### src/verilog/adc_port_cfg.svh
// Constants for the converter byte output port
`ifndef ADC_PORT_CFG_SVH
`define ADC_PORT_CFG_SVH
`define RESULT_W 14
`define BYTE_W 8
`define HIGH_BYTE_W 6
`define POL_BIT 13
`define OVR_BIT 12
`define CLK_PERIOD_NS 5
`define INT_CLK_NS 40
`define HALF_DIV ((`INT_CLK_NS / 2) / `CLK_PERIOD_NS)
`define DIV_W 8
`define BUF_DEPTH 2
`endif

### src/verilog/adc_port_pkg.sv
// Types used by the converter end of the byte output port
`default_nettype none
package adc_port_pkg;
	typedef enum logic [2:0] {
		HS_IDLE,
		HS_WAIT_HI,
		HS_HI_LOAD,
		HS_HI_HOLD,
		HS_WAIT_LO,
		HS_LO_LOAD,
		HS_LO_HOLD,
		HS_DONE
	} hs_state_t;
	typedef logic [13:0] result_t;
endpackage
`default_nettype wire

### src/verilog/adc_port_if.sv
// Pin bundle between converter and receiver
`default_nettype none
interface adc_port_if;
	logic [7:0] data;
	logic [7:0] data_oe;
	logic load_n_dev;
	logic load_n_dev_oe;
	logic load_n_rx;
	logic high_byte_enable_dev;
	logic low_byte_enable_dev;
	logic byte_en_dev_oe;
	logic high_byte_enable_rx;
	logic low_byte_enable_rx;
	logic send;
	logic mode;
	logic run_hold;
	logic status;
	modport dev_mp (
		output data, data_oe, load_n_dev, load_n_dev_oe, high_byte_enable_dev, low_byte_enable_dev,
		output byte_en_dev_oe, status,
		input load_n_rx, high_byte_enable_rx, low_byte_enable_rx, send, mode, run_hold
	);
	modport rx_mp (
		input data, data_oe, load_n_dev, load_n_dev_oe, high_byte_enable_dev, low_byte_enable_dev,
		input byte_en_dev_oe, status,
		output load_n_rx, high_byte_enable_rx, low_byte_enable_rx, send, mode, run_hold
	);
endinterface
`default_nettype wire

### src/verilog/adc_port_dev.sv
// Converter end: direct and handshake byte output
`default_nettype none
`include "adc_port_cfg.svh"
module adc_port_dev (
	input wire logic clk_i,
	input wire logic reset_i,
	adc_port_if.dev_mp port,
	input wire logic [13:0] result_i,
	input wire logic result_valid_i,
	output logic result_ready_o,
	output logic convert_o,
	output logic busy_o
);
	logic [`DIV_W-1:0] div_reg;
	logic half_tick, phase_reg, rise_tick, fall_tick;
	logic [1:0] send_sync_reg, mode_sync_reg, run_sync_reg, ce_sync_reg, hbe_sync_reg, lbe_sync_reg;
	logic mode_prev_reg, send_smp_reg, status_reg, hs_req_reg;
	adc_port_pkg::result_t buf_reg [0:`BUF_DEPTH-1];
	logic [1:0] buf_cnt_reg, hold_cnt_reg;
	logic buf_wr_ptr_reg, buf_rd_ptr_reg;
	adc_port_pkg::result_t out_reg;
	adc_port_pkg::hs_state_t state_reg;
	logic [7:0] data_reg, oe_reg;
	logic load_n_reg, hbe_reg, lbe_reg, hs_oe_reg;
	logic hs_active, buf_push, buf_pop, buf_latch;
	function automatic logic [7:0] high_byte(input adc_port_pkg::result_t r);
		high_byte = {2'h0, r[`POL_BIT], r[`OVR_BIT], r[11:8]};
	endfunction
	// Internal conversion clock as half-period enables
	always_ff @(posedge clk_i)
	begin
		if (reset_i || half_tick)
			div_reg <= '0;
		else
			div_reg <= div_reg + `DIV_W'(1);
	end
	assign half_tick = (div_reg == `DIV_W'(`HALF_DIV - 1));
	always_ff @(posedge clk_i)
	begin
		if (reset_i)
			phase_reg <= 1'b0;
		else if (half_tick)
			phase_reg <= !phase_reg;
	end
	assign rise_tick = half_tick && !phase_reg;
	assign fall_tick = half_tick && phase_reg;

	always_ff @(posedge clk_i)
	begin
		send_sync_reg <= {send_sync_reg[0], port.send};
		mode_sync_reg <= {mode_sync_reg[0], port.mode};
		run_sync_reg <= {run_sync_reg[0], port.run_hold};
		ce_sync_reg <= {ce_sync_reg[0], port.load_n_rx};
		hbe_sync_reg <= {hbe_sync_reg[0], port.high_byte_enable_rx};
		lbe_sync_reg <= {lbe_sync_reg[0], port.low_byte_enable_rx};
	end

	assign convert_o = run_sync_reg[1];
	// Two-entry result buffer, drained every cycle
	assign hs_active = (state_reg != adc_port_pkg::HS_IDLE) || hs_req_reg;
	assign result_ready_o = (buf_cnt_reg != 2'h2);
	assign buf_push = result_valid_i && result_ready_o;
	assign buf_pop = (buf_cnt_reg != 2'h0);
	assign buf_latch = buf_pop && !hs_active;
	always_ff @(posedge clk_i)
	begin
		if (reset_i)
		begin
			buf_cnt_reg <= 2'h0;
			buf_wr_ptr_reg <= 1'b0;
			buf_rd_ptr_reg <= 1'b0;
		end
		else
		begin
			if (buf_push)
				buf_wr_ptr_reg <= !buf_wr_ptr_reg;
			if (buf_pop)
				buf_rd_ptr_reg <= !buf_rd_ptr_reg;
			buf_cnt_reg <= buf_cnt_reg + {1'b0, buf_push} - {1'b0, buf_pop};
		end
	end
	always_ff @(posedge clk_i)
	begin
		if (buf_push)
			buf_reg[buf_wr_ptr_reg] <= result_i;
	end

	always_ff @(posedge clk_i)
	begin
		if (reset_i)
		begin
			out_reg <= '0;
			status_reg <= 1'b1;
		end
		else if (buf_latch)
		begin
			out_reg <= buf_reg[buf_rd_ptr_reg];
			status_reg <= 1'b0;
		end
		else if (result_valid_i)
			status_reg <= 1'b1;
	end
	assign port.status = status_reg;
	assign busy_o = hs_active;

	always_ff @(posedge clk_i)
	begin
		if (reset_i)
		begin
			mode_prev_reg <= 1'b0;
			hs_req_reg <= 1'b0;
		end
		else
		begin
			mode_prev_reg <= mode_sync_reg[1];
			if ((mode_sync_reg[1] && !mode_prev_reg) || (buf_latch && mode_sync_reg[1]))
				hs_req_reg <= 1'b1;
			else if (state_reg == adc_port_pkg::HS_WAIT_HI)
				hs_req_reg <= 1'b0;
		end
	end

	always_ff @(posedge clk_i)
	begin
		if (reset_i)
			send_smp_reg <= 1'b0;
		else if (fall_tick)
			send_smp_reg <= send_sync_reg[1];
	end

	// Handshake sequencer
	always_ff @(posedge clk_i)
	begin
		if (reset_i)
		begin
			state_reg <= adc_port_pkg::HS_IDLE;
			load_n_reg <= 1'b1;
			hbe_reg <= 1'b1;
			lbe_reg <= 1'b1;
			hold_cnt_reg <= 2'h0;
		end
		else
		begin
			case (state_reg)
				adc_port_pkg::HS_IDLE:
					if (hs_req_reg)
						state_reg <= adc_port_pkg::HS_WAIT_HI;
				adc_port_pkg::HS_WAIT_HI:
					if (rise_tick && send_smp_reg)
					begin
						load_n_reg <= 1'b0;
						hbe_reg <= 1'b0;
						state_reg <= adc_port_pkg::HS_HI_LOAD;
					end
				adc_port_pkg::HS_HI_LOAD, adc_port_pkg::HS_LO_LOAD:
					if (rise_tick)
					begin
						load_n_reg <= 1'b1;
						state_reg <= (state_reg == adc_port_pkg::HS_HI_LOAD) ?
							adc_port_pkg::HS_HI_HOLD : adc_port_pkg::HS_LO_HOLD;
					end
				adc_port_pkg::HS_HI_HOLD, adc_port_pkg::HS_LO_HOLD:
					if (fall_tick && send_sync_reg[1] && hold_cnt_reg == 2'h0)
						hold_cnt_reg <= 2'h1;
					else if (rise_tick && hold_cnt_reg == 2'h1)
					begin
						hold_cnt_reg <= 2'h0;
						if (state_reg == adc_port_pkg::HS_HI_HOLD)
						begin
							hbe_reg <= 1'b1;
							lbe_reg <= 1'b0;
							load_n_reg <= 1'b0;
							state_reg <= adc_port_pkg::HS_LO_LOAD;
						end
						else
						begin
							lbe_reg <= 1'b1;
							state_reg <= adc_port_pkg::HS_DONE;
						end
					end
				adc_port_pkg::HS_DONE:
					state_reg <= adc_port_pkg::HS_IDLE;
				default:
					state_reg <= adc_port_pkg::HS_IDLE;
			endcase
		end
	end

	// drive pins in handshake mode or while a handshake sequence is still active
	always_ff @(posedge clk_i)
	begin
		if (reset_i)
			hs_oe_reg <= 1'b0;
		else
			hs_oe_reg <= mode_sync_reg[1] || hs_active;
	end
	assign port.load_n_dev = load_n_reg;
	assign port.load_n_dev_oe = hs_oe_reg;
	assign port.high_byte_enable_dev = hbe_reg;
	assign port.low_byte_enable_dev = lbe_reg;
	assign port.byte_en_dev_oe = hs_oe_reg;

	// Data drivers for both modes
	always_ff @(posedge clk_i)
	begin
		if (reset_i)
		begin
			data_reg <= 8'h00;
			oe_reg <= 8'h00;
		end
		else if (hs_oe_reg)
		begin
			// byte layout; data off at falling edge
			if (!hbe_reg && !(state_reg == adc_port_pkg::HS_HI_HOLD && hold_cnt_reg == 2'h1))
			begin
				data_reg <= high_byte(out_reg);
				oe_reg <= 8'h3F;
			end
			else if (!lbe_reg && !(state_reg == adc_port_pkg::HS_LO_HOLD && hold_cnt_reg == 2'h1))
			begin
				data_reg <= out_reg[7:0];
				oe_reg <= 8'hFF;
			end
			else
				oe_reg <= 8'h00;
		end
		else if (!ce_sync_reg[1] && lbe_sync_reg[1])
		begin
			data_reg <= out_reg[7:0];
			oe_reg <= 8'hFF;
		end
		else if (!ce_sync_reg[1] && hbe_sync_reg[1])
		begin
			data_reg <= high_byte(out_reg);
			oe_reg <= 8'h3F;
		end
		else
			oe_reg <= 8'h00;
	end
	assign port.data = data_reg;
	assign port.data_oe = oe_reg;
endmodule
`default_nettype wire

### src/flat_wrapper.sv
// flat-port wrapper written by rule: the top's interface ports become plain ports
module adc_port_dev_flat 
  (clk_i, reset_i, result_i, result_valid_i, result_ready_o, convert_o, busy_o, port_data, port_data_oe, port_load_n_dev, port_load_n_dev_oe, port_high_byte_enable_dev, port_low_byte_enable_dev, port_byte_en_dev_oe, port_status, port_load_n_rx, port_high_byte_enable_rx, port_low_byte_enable_rx, port_send, port_mode, port_run_hold);
  adc_port_if port_i ();
  input wire logic clk_i;
  input wire logic reset_i;
  input wire logic [13:0] result_i;
  input wire logic result_valid_i;
  output logic result_ready_o;
  output logic convert_o;
  output logic busy_o;
  output wire logic [$bits(port_i.data)-1:0] port_data;
  output wire logic [$bits(port_i.data_oe)-1:0] port_data_oe;
  output wire logic [$bits(port_i.load_n_dev)-1:0] port_load_n_dev;
  output wire logic [$bits(port_i.load_n_dev_oe)-1:0] port_load_n_dev_oe;
  output wire logic [$bits(port_i.high_byte_enable_dev)-1:0] port_high_byte_enable_dev;
  output wire logic [$bits(port_i.low_byte_enable_dev)-1:0] port_low_byte_enable_dev;
  output wire logic [$bits(port_i.byte_en_dev_oe)-1:0] port_byte_en_dev_oe;
  output wire logic [$bits(port_i.status)-1:0] port_status;
  input wire logic [$bits(port_i.load_n_rx)-1:0] port_load_n_rx;
  input wire logic [$bits(port_i.high_byte_enable_rx)-1:0] port_high_byte_enable_rx;
  input wire logic [$bits(port_i.low_byte_enable_rx)-1:0] port_low_byte_enable_rx;
  input wire logic [$bits(port_i.send)-1:0] port_send;
  input wire logic [$bits(port_i.mode)-1:0] port_mode;
  input wire logic [$bits(port_i.run_hold)-1:0] port_run_hold;
  assign port_data = port_i.data;
  assign port_data_oe = port_i.data_oe;
  assign port_load_n_dev = port_i.load_n_dev;
  assign port_load_n_dev_oe = port_i.load_n_dev_oe;
  assign port_high_byte_enable_dev = port_i.high_byte_enable_dev;
  assign port_low_byte_enable_dev = port_i.low_byte_enable_dev;
  assign port_byte_en_dev_oe = port_i.byte_en_dev_oe;
  assign port_status = port_i.status;
  assign port_i.load_n_rx = port_load_n_rx;
  assign port_i.high_byte_enable_rx = port_high_byte_enable_rx;
  assign port_i.low_byte_enable_rx = port_low_byte_enable_rx;
  assign port_i.send = port_send;
  assign port_i.mode = port_mode;
  assign port_i.run_hold = port_run_hold;
  adc_port_dev u_core (.clk_i(clk_i), .reset_i(reset_i), .port(port_i), .result_i(result_i), .result_valid_i(result_valid_i), .result_ready_o(result_ready_o), .convert_o(convert_o), .busy_o(busy_o));
endmodule
### config.mk
export PLATFORM = sky130hd
export DESIGN_NAME = adc_port_dev_flat
export DESIGN_NICKNAME = d
export VERILOG_FILES = /design/src/verilog/adc_port_pkg.sv /design/src/verilog/adc_port_if.sv /design/src/verilog/adc_port_dev.sv /design/src/flat_wrapper.sv
export VERILOG_INCLUDE_DIRS = /design/src /design/src/verilog
export SDC_FILE = /design/constraint.sdc
export NUM_CORES = 1
export LEC_CHECK = 0
export ABC_AREA = 1
export BUFFER_PORTS_ARGS = -buffer_cell sky130_fd_sc_hd__buf_4
export CAP_MARGIN = 20
export CORE_MARGIN = 1.5
export CORE_UTILIZATION = 61
export DETAILED_ROUTE_END_ITERATION = 12
export PLACE_DENSITY_LB_ADDON = 0.05
export SYNTH_ARGS = -nofsm -noshare
export SYNTH_HDL_FRONTEND = slang
export SYNTH_SLANG_ARGS = --single-unit
### constraint.sdc
create_clock -name clk_i -period 2.86 [get_ports clk_i]
set_input_delay 0.572 -clock clk_i [delete_from_list [all_inputs] [get_ports clk_i]]
set_output_delay 0.572 -clock clk_i [all_outputs]
set_load 0.1 [all_outputs]
* After elaboration in Yosys (flattened, before gate mapping)
Memories as Yosys holds them, arrays and structs flattened. A register that Yosys moved wholly into a read port is not among the register bits. Cells that the tools add are included. Widths: inputs -> output; s select.
Storage, ports and cells: bits of input ports 23, register bits 54, memories kept 1, bits in writable memories 28, word-level logic and storage cells 128
Memory list:
- u_core.buf_reg | words 2, bits a word 14, read ports 1, clocked after memory_dff 1, wr ports 1, line adc_port_dev.sv:18 | adc_port_pkg::result_t buf_reg [0:`BUF_DEPTH-1];
Operators by class: mux-type cells 37, add/sub/neg operators 3, bitwise operators 1, equal/unequal tests 15, reductions and logical operators 48
Operators with widths (number):
- $mux 8 | 9
- $mux 3 | 6
- $logic_and 1x1->1 | 16
- $mux 1 | 15
- $pmux 3 s4 | 1
- $logic_not 1->1 | 10
- $reduce_and 5->1 | 2
- $reduce_bool 2->1 | 5
- $reduce_bool 3->1 | 3
- $add 8x1->8 const B | 1
- $eq 8x2->1 const B | 1
- $ne 2x1->1 const B | 4
- $eq 3x2->1 const B | 2
- $eq 3x3->1 const B | 2
- $mux 2 | 3
- $mux 6 | 1
- $ne 2x2->1 const B | 3
- $reduce_and 6->1 | 1
- $logic_or 1x1->1 | 4
- $reduce_and 2->1 | 2
- $reduce_or 2->1 | 2
- $eq 3x1->1 const B | 1
- $logic_not 3->1 | 1
- $ne 3x3->1 const B | 1
- 8 further kinds | 8

* Logic depth before layout (Yosys ltp)
word-level depth 7, depth in mapped cells 11, gate-level depth less buffers 11

* Worst setup path after synthesis
Ideal clock, no wire load.
path kind reg-to-reg, start point register u_core.state_reg[2], end point register u_core.out_reg[0] (read register of u_core.buf_reg), data required time 2.786 ns, cell stages (with the launch flop) 7, setup slack 0.501 ns, arrival 2.285 ns, path through dfxtp_1 > inv_2 > nand4_1 > nor2_1 > buf_2 > o21ai_0 > a31oi_1
On the way: word-level cells in the longest chain between the ends 4
Ends and longest elaborated chain:
- start, declared | line adc_port_dev.sv:22 | adc_port_pkg::hs_state_t state_reg;
- start signal, assigned | line adc_port_dev.sv:136 | state_reg <= adc_port_pkg::HS_IDLE;
- start signal, assigned | line adc_port_dev.sv:147 | state_reg <= adc_port_pkg::HS_WAIT_HI;
- start signal, assigned | line adc_port_dev.sv:153 | state_reg <= adc_port_pkg::HS_HI_LOAD;
- $reduce_bool 3->1 | line adc_port_dev.sv:60 | assign hs_active = (state_reg != adc_port_pkg::HS_IDLE) || hs_req_reg;
- $logic_or 1x1->1 | line adc_port_dev.sv:60
- net busy_o | line flat_wrapper.sv:11 | output logic busy_o;
- $logic_not 1->1 | line adc_port_dev.sv:64 | assign buf_latch = buf_pop && !hs_active;
- $logic_and 1x1->1 | line adc_port_dev.sv:64
- end, declared | line adc_port_dev.sv:21 | adc_port_pkg::result_t out_reg;
The timed path passes the listed nets, and every way through them passes these cells. A chain may end at the register's enable or synchronous reset.

* Final worst setup path
start point register u_core.state_reg[1], end point output port busy_o
On the way: word-level cells in the longest chain between the ends 2
Ends and longest elaborated chain (line):
- $reduce_bool 3->1 | adc_port_dev.sv:60
- $logic_or 1x1->1 | adc_port_dev.sv:60
- end, declared | flat_wrapper.sv:11
Every way passes these cells.

==> results_dict.tcl <==
set metrics [dict create \
    outcome "complete, no violations" \
    io_pins 48 \
    swShare_pct 38.8 \
    rows 27 \
    power_frac_comb_pct 30.2 \
    arrival_ns 1.44 \
    cts_sinks 89 \
    finalSetupViolCount 0 \
    synth_area_per_cell_sq_um 8.74 \
    path_depth 3 \
    routed_wl_microns 6180 \
    tns_ns 0 \
    cts_max_path_buffers 2 \
    drtIter0Drc 204 \
    crit_slowest_cell "dfxtp_1" \
    cp_cell_sequence "inv_1, nand4_1, buf_4" \
    start_util_pct 63.5 \
    synth_sequential_area_ratio_pct 59.0 \
    yosysTopAreaCell "dfxtp_1" \
    fin_skew_ns 0.00917 \
    synth_warnings 0 \
    synth_commonest_cells "nand2_1, dfxtp_1, inv_1" \
    fmax_ghz 0.497 \
    drc 0 \
    dp_hpwl_microns 4330 \
    crit_type "reg2out" \
    tritoncts "done" \
    min_period_ns 2.01 \
    grt_max_degree 31 \
    post_cts_resized 0 \
    cp_top_family "buffers and inverters" \
    ctsHtreeMaxLevel 3 \
    synth_area_leaders "dfxtp_1, edfxtp_1, nand2_1, inv_1, nor2_1" \
    cts_root_buf "clkbuf_8" \
    first_global_vias 2418 \
    hp-class "in2reg" \
    vias_per_cell 5.13 \
    dieWidth_microns 78.7 \
    internal_power_mw 2.12 \
    path_buf_inv 2 \
    synth-seq-cells 89 \
    areaGrowthSynthToFinish_pct 16.5 \
    gp_congestion 0.856 \
    vdd_ir_drop_max_uv 526 \
    reg2reg_setup_slack_ns 1.16 \
    wl_per_cell_microns 11.9 \
    cts_setup_buffers 0 \
    leakage_nw 1.80 \
    cts-hold-fix-buffers 0 \
    cp-end-kind "output pin" \
    grt_pass1_wl_microns 10700 \
    synth_top_area_share_pct 34.9 \
    path_max_fanout 5 \
    finalPower_mw 3.47 \
    setup_ws_ns 0.850 \
    clk_pin_slew_ns 0.09 \
    synthCells 400 \
    diodes 0 \
    port_buffers 47 \
    synth_flop_cell "dfxtp_1" \
    rr_worst_depth 10 \
    ant_nets 0 \
    crit_start "u_core.state_reg[1]$_SDFFE_PP0P_" \
    cts_buffers 9 \
    start_kind "register" \
    cap_violations 0 \
    slew-limit-headroom_pct 61.4 \
    core_sq_mm 0.00551 \
    pre_cts_ws_ns 1.03 \
    drive_above_1_share_pct 17.7 \
    dr.pass1.iters 4 \
    crit_required_ns 2.29 \
    gr-total-overflow 0 \
    yosysMostFrequentCell "nand2_1" \
    worstMarginPinSlew_ns 0.578 \
    synth_edf_count 28 \
    slew_viol_final 0 \
    p_per_area_mw_per_mm2 851 \
    antenna_found_initial 0 \
    finish.net_count 467 \
    async_flop_share_pct 0 \
    dr_total_vias 2660 \
    syn-cell-area_sq_mm 0.00350 \
    synth_cell_types 33 \
    pwr-share-seq_pct 43.7 \
    groute.usage.overall_pct 22.3 \
    nFillCells 428 \
    die-area_sq_mm 0.00620 \
    finalHoldViolCount 0 \
    synth_nets 425 \
    rsz0062_at_grt "no" \
    r2r_start "u_core.div_reg[0]$_SDFF_PP0_" \
    largest_register_ffs 28 \
    r2r-end "u_core.port.load_n_dev$_SDFFE_PP1P_" \
    fp.dieH_microns 78.7 \
    p_clk_share_pct 26.1 \
    crit_path_end "busy_o" \
    clock_latency_ns 0.35 \
    switchingPower_mw 1.35 \
    cp_slowest_stage_delay_ns 0.43 \
    period_share_pct 70.3 \
]
## cells by family (layout without fill, tap and decap cells)
group	count (synthesis)	in the layout	share of synthesized area (%)
buffers and inverters	64	111	7.87
AO/OA/AOI/OAI	69	69	11.3
flip-flops	89	89	59.0
XOR/XNOR	2	2	0.501
AND/OR/NAND/NOR	174	174	20.6
adder cells (fa/ha/maj)	2	2	0.715
## layout by cell type (no fill, tap or decap), types with 2 or more instances in the layout
master	count
ha_1	2
xor2_1	2
o211ai_1	7
buf_4	50
o21ai_0	25
inv_2	3
nor2_1	40
nand3_1	12
dfxtp_1	61
inv_8	2
nand4_1	2
nand3_2	2
nor2_2	2
a31oi_1	14
nand2_1	104
inv_6	2
inv_1	42
or2_2	2
clkbuf_8	9
nor3_1	5
edfxtp_1	28
a21oi_1	17
## per-stage QoR
step	utilization, %	std cells	hold WS [ns]	instance area, sq um
4_1_cts	74.0	519	0.291	4070
5_1_grt	74.0	519	0.287	4070
2_1_floorplan	-	400	0.310	3500
3_3_place_gp	70.0	503	0.312	3860
3_5_place_dp	70.0	503	0.315	3860
6_report	74.0	519	0.313	4070
## worst min path at each step
stage                                    startpoint                         endpoint  cells past startpoint  slack (ns)
floorplan             u_core.ce_sync_reg[0]$_DFF_P_    u_core.ce_sync_reg[1]$_DFF_P_                      0        0.31
global placement    u_core.send_sync_reg[0]$_DFF_P_  u_core.send_sync_reg[1]$_DFF_P_                      0        0.31
detailed placement   u_core.hbe_sync_reg[0]$_DFF_P_   u_core.hbe_sync_reg[1]$_DFF_P_                      0        0.31
CTS                                   port_run_hold   u_core.run_sync_reg[0]$_DFF_P_                      1        0.29
global route                          port_run_hold   u_core.run_sync_reg[0]$_DFF_P_                      1        0.29
finish                                port_run_hold   u_core.run_sync_reg[0]$_DFF_P_                      1        0.31
## layer usage
layer | track usage, % | routed length (microns) | part of all wire [%]
met1 | 28.0 | 2870 | 46
met2 | 37.2 | 2890 | 47
met3 | 6.21 | 350 | 5.7
met4 | 7.68 | 67 | 1.1
met5 | 0 | 0 | 0
## power by group through the flow
stage | logic [mW] | clock network (mW) | registers [mW]
2_1_floorplan | 0.628 | 0 | 1.77
3_3_place_gp | 1.03 | 0 | 1.54
3_5_place_dp | 1.05 | 0 | 1.54
4_1_cts | 1.05 | 0.929 | 1.51
5_1_grt | 1.14 | 0.970 | 1.53
6_report | 1.05 | 0.906 | 1.52
## final cells by class
type                            count  area [sq um]  share of cell area, %
Tap cell                           72          90.1                   2.21
Clock inverter                      7          93.8                   2.30
Timing Repair Buffer               50           375                   9.21
Clock buffer                        9           124                   3.04
Inverter                           45           169                   4.15
Multi-Input combinational cell    247          1160                   28.5
Sequential cell                    89          2060                   50.6
Power figures use the tool's default switching activity.
